===== src/include/dfc_pkg.sv =====
// Purpose: Constants for the DMA flag clear and status block, channels 2 to 5
// Assumes: 32-bit register port, byte offsets
// Notes: Each channel owns four bits, ordered any, done, halfway, fault
package dfc_pkg;
  localparam int unsigned FIRST_CH = 2;
  localparam int unsigned NUM_CH = 4;
  localparam int unsigned BITS_PER_CH = 4;
  // Field positions within a channel nibble
  localparam int unsigned FLD_ANY = 0;
  localparam int unsigned FLD_DONE = 1;
  localparam int unsigned FLD_HALF = 2;
  localparam int unsigned FLD_FAULT = 3;
  // Register byte offsets
  localparam logic [7:0] OFS_FLAG_STATUS = 8'h00;
  localparam logic [7:0] OFS_FLAG_CLEAR = 8'h04;
  localparam logic [7:0] OFS_IRQ_STATUS = 8'h08;
  localparam logic [7:0] OFS_IRQ_MASK = 8'h0c;
  // Reset values
  localparam logic [15:0] RST_FLAGS = 16'h0000;
  localparam logic [15:0] RST_IRQ_MASK = 16'h0000;
  localparam logic [31:0] RST_RDATA = 32'h0000_0000;
endpackage


===== src/design/dfc_top.sv =====
// Purpose: Per-channel event flags of DMA channels 2 to 5 with write-one-to-clear
// Assumes: Event inputs are one-cycle pulses from the transfer logic on clk
// Notes: Flag status and clear registers use the shared 4-bits-per-channel map
// Function
// - Global clear bit clears all four flags
// - Done clear bit clears only done flag
// - Halfway clear bit clears only halfway flag
// - Fault clear bit clears only fault flag
// - Channel 2 clears at bits 8 to 11
// - Channel 3 clears at bits 12 to 15
// - Channel 4 clears at bits 16 to 19
// - Channel 5 clears at bits 20 to 23
// - Events set flags; any-flag follows; sticky
`timescale 1ns/1ps
`default_nettype none
module dfc_top (
  input wire logic clk,
  input wire logic rst,
  input wire logic [7:0] addr,
  input wire logic [31:0] wdata,
  input wire logic wr_stb,
  input wire logic rd_stb,
  output logic [31:0] rdata,
  input wire logic [3:0] done_evt,
  input wire logic [3:0] half_evt,
  input wire logic [3:0] fault_evt,
  output logic [15:0] flag_status,
  output logic irq
);

  typedef struct packed {
    logic [15:0] flags;
    logic [15:0] irq_stat;
    logic [15:0] irq_mask;
    logic [31:0] rdata;
    logic irq;
  } dfc_state_type;

  dfc_state_type st_r;
  dfc_state_type st_nxt;

  // Bit index of a field of local channel ch in the 32-bit register map
  function automatic int unsigned map_bit(input int unsigned ch, input int unsigned fld);
    map_bit = (dfc_pkg::FIRST_CH + ch) * dfc_pkg::BITS_PER_CH + fld;
  endfunction

  // Bit index of a field of local channel ch in the 16-bit internal vectors
  function automatic int unsigned loc_bit(input int unsigned ch, input int unsigned fld);
    loc_bit = ch * dfc_pkg::BITS_PER_CH + fld;
  endfunction

  always_comb begin
    logic clr_wr;
    logic [15:0] set_v;
    logic [15:0] clr_v;
    logic [31:0] flags_word;
    logic [31:0] irq_word;
    logic [31:0] mask_word;
    st_nxt = st_r;
    set_v = 16'h0000;
    clr_v = 16'h0000;
    flags_word = 32'h0000_0000;
    irq_word = 32'h0000_0000;
    mask_word = 32'h0000_0000;
    clr_wr = wr_stb && (addr == dfc_pkg::OFS_FLAG_CLEAR);
    for (int unsigned c = 0; c < dfc_pkg::NUM_CH; c++) begin
      // Hardware events; any-flag rides along with each
      set_v[loc_bit(c, dfc_pkg::FLD_DONE)] = done_evt[c];
      set_v[loc_bit(c, dfc_pkg::FLD_HALF)] = half_evt[c];
      set_v[loc_bit(c, dfc_pkg::FLD_FAULT)] = fault_evt[c];
      set_v[loc_bit(c, dfc_pkg::FLD_ANY)] = done_evt[c] | half_evt[c] | fault_evt[c];
      if (clr_wr) begin
        // Decode positions follow the channel number: ch2 at 8..11 up to ch5 at 20..23
        clr_v[loc_bit(c, dfc_pkg::FLD_DONE)] = wdata[map_bit(c, dfc_pkg::FLD_DONE)];
        clr_v[loc_bit(c, dfc_pkg::FLD_HALF)] = wdata[map_bit(c, dfc_pkg::FLD_HALF)];
        clr_v[loc_bit(c, dfc_pkg::FLD_FAULT)] = wdata[map_bit(c, dfc_pkg::FLD_FAULT)];
        if (wdata[map_bit(c, dfc_pkg::FLD_ANY)]) begin
          clr_v[loc_bit(c, dfc_pkg::FLD_ANY) +: dfc_pkg::BITS_PER_CH] = 4'hf;
        end
      end
      flags_word[map_bit(c, 0) +: dfc_pkg::BITS_PER_CH] =
        st_r.flags[loc_bit(c, 0) +: dfc_pkg::BITS_PER_CH];
      irq_word[map_bit(c, 0) +: dfc_pkg::BITS_PER_CH] =
        st_r.irq_stat[loc_bit(c, 0) +: dfc_pkg::BITS_PER_CH];
      mask_word[map_bit(c, 0) +: dfc_pkg::BITS_PER_CH] =
        st_r.irq_mask[loc_bit(c, 0) +: dfc_pkg::BITS_PER_CH];
    end
    // Zeros in the clear word leave flags alone; a same-cycle event wins
    st_nxt.flags = (st_r.flags & ~clr_v) | set_v;
    // Sticky interrupt status, cleared by reading it, event wins
    if (rd_stb && (addr == dfc_pkg::OFS_IRQ_STATUS)) begin
      st_nxt.irq_stat = set_v;
    end else begin
      st_nxt.irq_stat = st_r.irq_stat | set_v;
    end
    if (wr_stb && (addr == dfc_pkg::OFS_IRQ_MASK)) begin
      for (int unsigned c = 0; c < dfc_pkg::NUM_CH; c++) begin
        st_nxt.irq_mask[loc_bit(c, 0) +: dfc_pkg::BITS_PER_CH] =
          wdata[map_bit(c, 0) +: dfc_pkg::BITS_PER_CH];
      end
    end
    // Read data valid only in the cycle after the strobe; clear register reads zero
    st_nxt.rdata = 32'h0000_0000;
    if (rd_stb) begin
      case (addr)
        dfc_pkg::OFS_FLAG_STATUS: st_nxt.rdata = flags_word;
        dfc_pkg::OFS_IRQ_STATUS: st_nxt.rdata = irq_word;
        dfc_pkg::OFS_IRQ_MASK: st_nxt.rdata = mask_word;
        default: st_nxt.rdata = 32'h0000_0000;
      endcase
    end
    st_nxt.irq = |(st_nxt.irq_stat & st_nxt.irq_mask);
  end

  always_ff @(posedge clk) begin
    if (rst) begin
      st_r.flags <= dfc_pkg::RST_FLAGS;
      st_r.irq_stat <= dfc_pkg::RST_FLAGS;
      st_r.irq_mask <= dfc_pkg::RST_IRQ_MASK;
      st_r.rdata <= dfc_pkg::RST_RDATA;
      st_r.irq <= 1'b0;
    end else begin
      st_r <= st_nxt;
    end
  end

  assign rdata = st_r.rdata;
  assign flag_status = st_r.flags;
  assign irq = st_r.irq;

endmodule
`default_nettype wire


===== config.mk =====
export PLATFORM = sky130hd
export DESIGN_NAME = dfc_top
export DESIGN_NICKNAME = d
export VERILOG_FILES = /design/src/include/dfc_pkg.sv /design/src/design/dfc_top.sv
export SDC_FILE = /design/constraint.sdc
export NUM_CORES = 1
export LEC_CHECK = 0
export ABC_AREA = 1
export BUFFER_PORTS_ARGS = -buffer_cell sky130_fd_sc_hd__buf_2
export CORE_ASPECT_RATIO = 1.2
export CORE_UTILIZATION = 55
export CTS_BUF_LIST = sky130_fd_sc_hd__clkbuf_2
export CTS_CLUSTER_SIZE = 12
export DETAILED_ROUTE_END_ITERATION = 12
export PLACE_DENSITY = 0.86
export SLEW_MARGIN = 25
export SYNTH_ARGS = -nofsm -noshare
export SYNTH_HDL_FRONTEND = slang
export SYNTH_SLANG_ARGS = --single-unit

===== constraint.sdc =====
create_clock -name clk -period 2.4 [get_ports clk]
set_clock_uncertainty 0.2 [all_clocks]
set_input_delay 0.36 -clock clk [delete_from_list [all_inputs] [get_ports clk]]
set_output_delay 0.36 -clock clk [all_outputs]
set_load 0.02 [all_outputs]

==> out/metrics.csv <==
stage;metric;value;unit
timing;slew-limit-headroom;65.6;%
detailed_routing;route.detailed.drc;0;
synthesis;syn_avg_cell_area;7.42;um^2
worst_setup_path;start_kind;input port;
worst_setup_path;crit_chain;dlygate4sd3_1 > buf_2 > nor3_1 > nand2_1 > nand2_1 > nand2_1 > nor2_1 > nand2_1 > nor2_1 > nor2_1;
grt;antenna_found_initial;0;
power_and_ir_drop;seqPwrFrac;60.6;%
placement;dp_worst_setup_slack;325;ps
worst_setup_path;worstPathBufferInverterCount;2;
timing;setup_viol;0;
worst_setup_path;crit_path_end_kind;register;
power_and_ir_drop;comb_power_share;13.7;%
timing;hold_viol;0;
grt;grt_usage;25.6;%
die;die-area;0.00615;mm^2
die;placementRows;30;
clock_network;cts.clk_slew.worst_paths;150;ps
timing;period_needed;1760;ps
synthesis;synth_area_leaders;dfxtp_1, nand2_1, buf_4;
synthesis;syn_area;0.00321;mm^2
synthesis;synth_top_area_share;40.5;%
finish;stdcell_area;0.00366;mm^2
worst_setup_path;critPathKind;in -> reg;
power_and_ir_drop;total_power;1.88;mW
synthesis;synthFlopType;dfxtp_1;
power_and_ir_drop;swShare;28.3;%
synthesis;yosysUniqueCellTypes;26;
detailed_routing;routed_wl;7560;um
die;core_area;0.00563;mm^2
detailed_routing;wl_per_cell;13.3;um
grt;grt_max_degree;50;
die;initial_core_util;57.1;%
power_and_ir_drop;pwr-share-clk;25.8;%
synthesis;ys_warn_count;0;
power_and_ir_drop;internal_power;1.35;mW
detailed_routing;drt_iter0_markers;333;
placement;hpwl;4840;um
die;io_pins;105;
grt;grt-ovfl-total;0;
worst_setup_path;crit_fanout;3;
clock_network;htreeDepth;3;
synthesis;ys_ff_latch;65;
timing;maxSlewViolCount;0;
die;die_h;85.7;um
power_and_ir_drop;vdd_ir_drop_max;0.288;mV
finish;drive_gt1_share;25.4;%
synthesis;async_flop_share;0;%
worst_hold_path;hold_class;in -> reg;
synthesis;synth_area_leader_cell;dfxtp_1;
clock_network;numCtsBuffers;9;
timing;grt_setup_unrepaired;false;
finish;fillCellCount;498;
detailed_routing;vias;2956;
grt;grt_pass1_vias;2733;
power_and_ir_drop;p_switching;0.534;mW
detailed_routing;vias_per_cell;5.20;
detailed_routing;ant_nets;0;
timing;layout_setup_ws;641;ps
worst_setup_path;cp.arrival;1920;ps
placement;place_area;0.00331;mm^2
synthesis;seq_area_frac_synth;40.5;%
timing;max_freq;568;MHz
finish;n_antenna_cell;0;
clock_network;cts_tree;yes;
power_and_ir_drop;p_per_area;515;mW/mm^2
clock_network;cts.sinks;65;
timing;worstMarginPinSlew;516;ps
finish;area_delta_synth_final;13.9;%
die;die_x;71.8;um
timing;fin_setup_tns;0;ps
clock_network;clock_path_buffers;2;
run_status;status;finished, final reports clean;
synthesis;netlist_instances;433;
clock_network;cts_root_buf;clkbuf_2;
finish;layoutNonFillerInstCount;568;
timing;final.period_utilization;73.3;%
grt;grt_first_pass_wirelength;12100;um
worst_setup_path;slowest_delay;540;ps
finish;finalNetCount;557;
placement;portBuffers;72;
run;maxCapViolations;0;
synthesis;synth_edf_count;0;
placement;dp_cells;526;
worst_setup_path;slowest_stage;dlygate4sd3_1;
detailed_routing;dr.pass1.iters;5;
placement;routabilityCongestion;0.813;
clock_network;clk-insertion-delay-late;490;ps
worst_setup_path;worst-endpoint-required;2560;ps
worst_setup_path;crit_family;simple AND/OR/NAND/NOR gates;
worst_setup_path;path_common_cell;nand2_1;
power_and_ir_drop;p_leak;1.74;nW
registers in the layout (all words and copies together) (netlist names):
register / flops
st_r: 32
flag_status: 16
rdata: 16
irq: 1
layer usage:
| metal | share of wire, % | GRT usage [%] | vias to the layer above |
|---|---|---|---|
| li1 | - | - | 1463 |
| met1 | 40 | 30.6 | 1345 |
| met2 | 51 | 43.1 | 124 |
| met3 | 6.1 | 4.58 | 24 |
| met4 | 3.0 | 14.6 | 0 |
| met5 | 0 | 0 | - |
cells by family after synthesis:
kind of cell           share of synthesized area, %
AO/OA/AOI/OAI                                  13.2
buffers and inverters                          17.1
flip-flops                                     40.5
other                                         0.117
AND/OR/NAND/NOR                                29.1
worst register-to-register path, cell delays in order, from the launching register on:
cell and delay, ps:
dfxtp_1 350, nand2_1 100, nand2_1 70, nand2_1 60
nand2_1 50, nor2_1 100, nand2_1 70, nor2_1 80
nor2_1 60
layout make-up:
type	instances	area [um^2]	share of cell area, %
Clock inverter	2	7.51	0.205
Clock buffer	12	60.1	1.64
Multi-Input combinational cell	296	1420	38.8
Tap cell	64	80.1	2.19
Sequential cell	65	1300	35.6
Inverter	22	83.8	2.29
Timing Repair Buffer	107	706	19.3
path summary, 6_finish.rpt:
| path | start | endpoint | slack, ps | depth (start not counted) |
|---|---|---|---|---|
| setup / recovery | fault_evt[2] | irq | 640 | 10 |
| setup reg to reg | st_r[63] | irq | 1140 | 8 |
| hold / removal | wdata[16] | st_r[41] | 30 | 3 |
| hold reg to reg | flag_status[2] | rdata[10] | 290 | 2 |
cells in the mapped netlist, types with 2 or more instances:
cell type and n:
buf_6 4, nand3_1 6, nor3_1 5, buf_4 49, nand3_4 2, dfxtp_1 65, nand2_1 140, buf_2 5
nand2_2 11, inv_1 17, nand3_2 10, a21oi_1 47, nor2_1 22, inv_2 4, clkbuf_1 6, a31oi_1 16
nor2_2 4, o21ai_0 12
metrics by stage:
stage,utilization (%),hold WS (ps)
floorplan,-,252
global placement,58.8,260
CTS,65.0,14.7
global route,65.0,10.1
finish,65.0,27.0
detailed placement,58.8,269
repair_timing:
item,CTS,global route
endpoints found under the hold margin,47,0
hold buffers,28,0
setup buffers,0,0
setup endpoints to repair,0,0
gates resized for setup,0,0
power by group through the flow:
stage	Sequential, mW	Clock, mW	Combinational (mW)
2_1_floorplan	1.16	0	0.182
3_3_place_gp	1.16	0	0.214
3_5_place_dp	1.16	0	0.219
4_1_cts	1.14	0.490	0.254
5_1_grt	1.15	0.543	0.281
6_report	1.14	0.485	0.258
cell usage in the layout, fill, tap and decap left out, types with 6 or more instances in the layout:
cell type      count
clkbuf_2          12
nand2_2           11
buf_4              6
dfxtp_1           65
nand2_1          140
nor2_1            22
a31oi_1           16
inv_1             17
a21oi_1           47
dlygate4sd3_1     28
nand3_1            6
buf_2             72
nand3_2           10
conb_1            16
o21ai_0           12
Power figures use the tool's default switching activity.
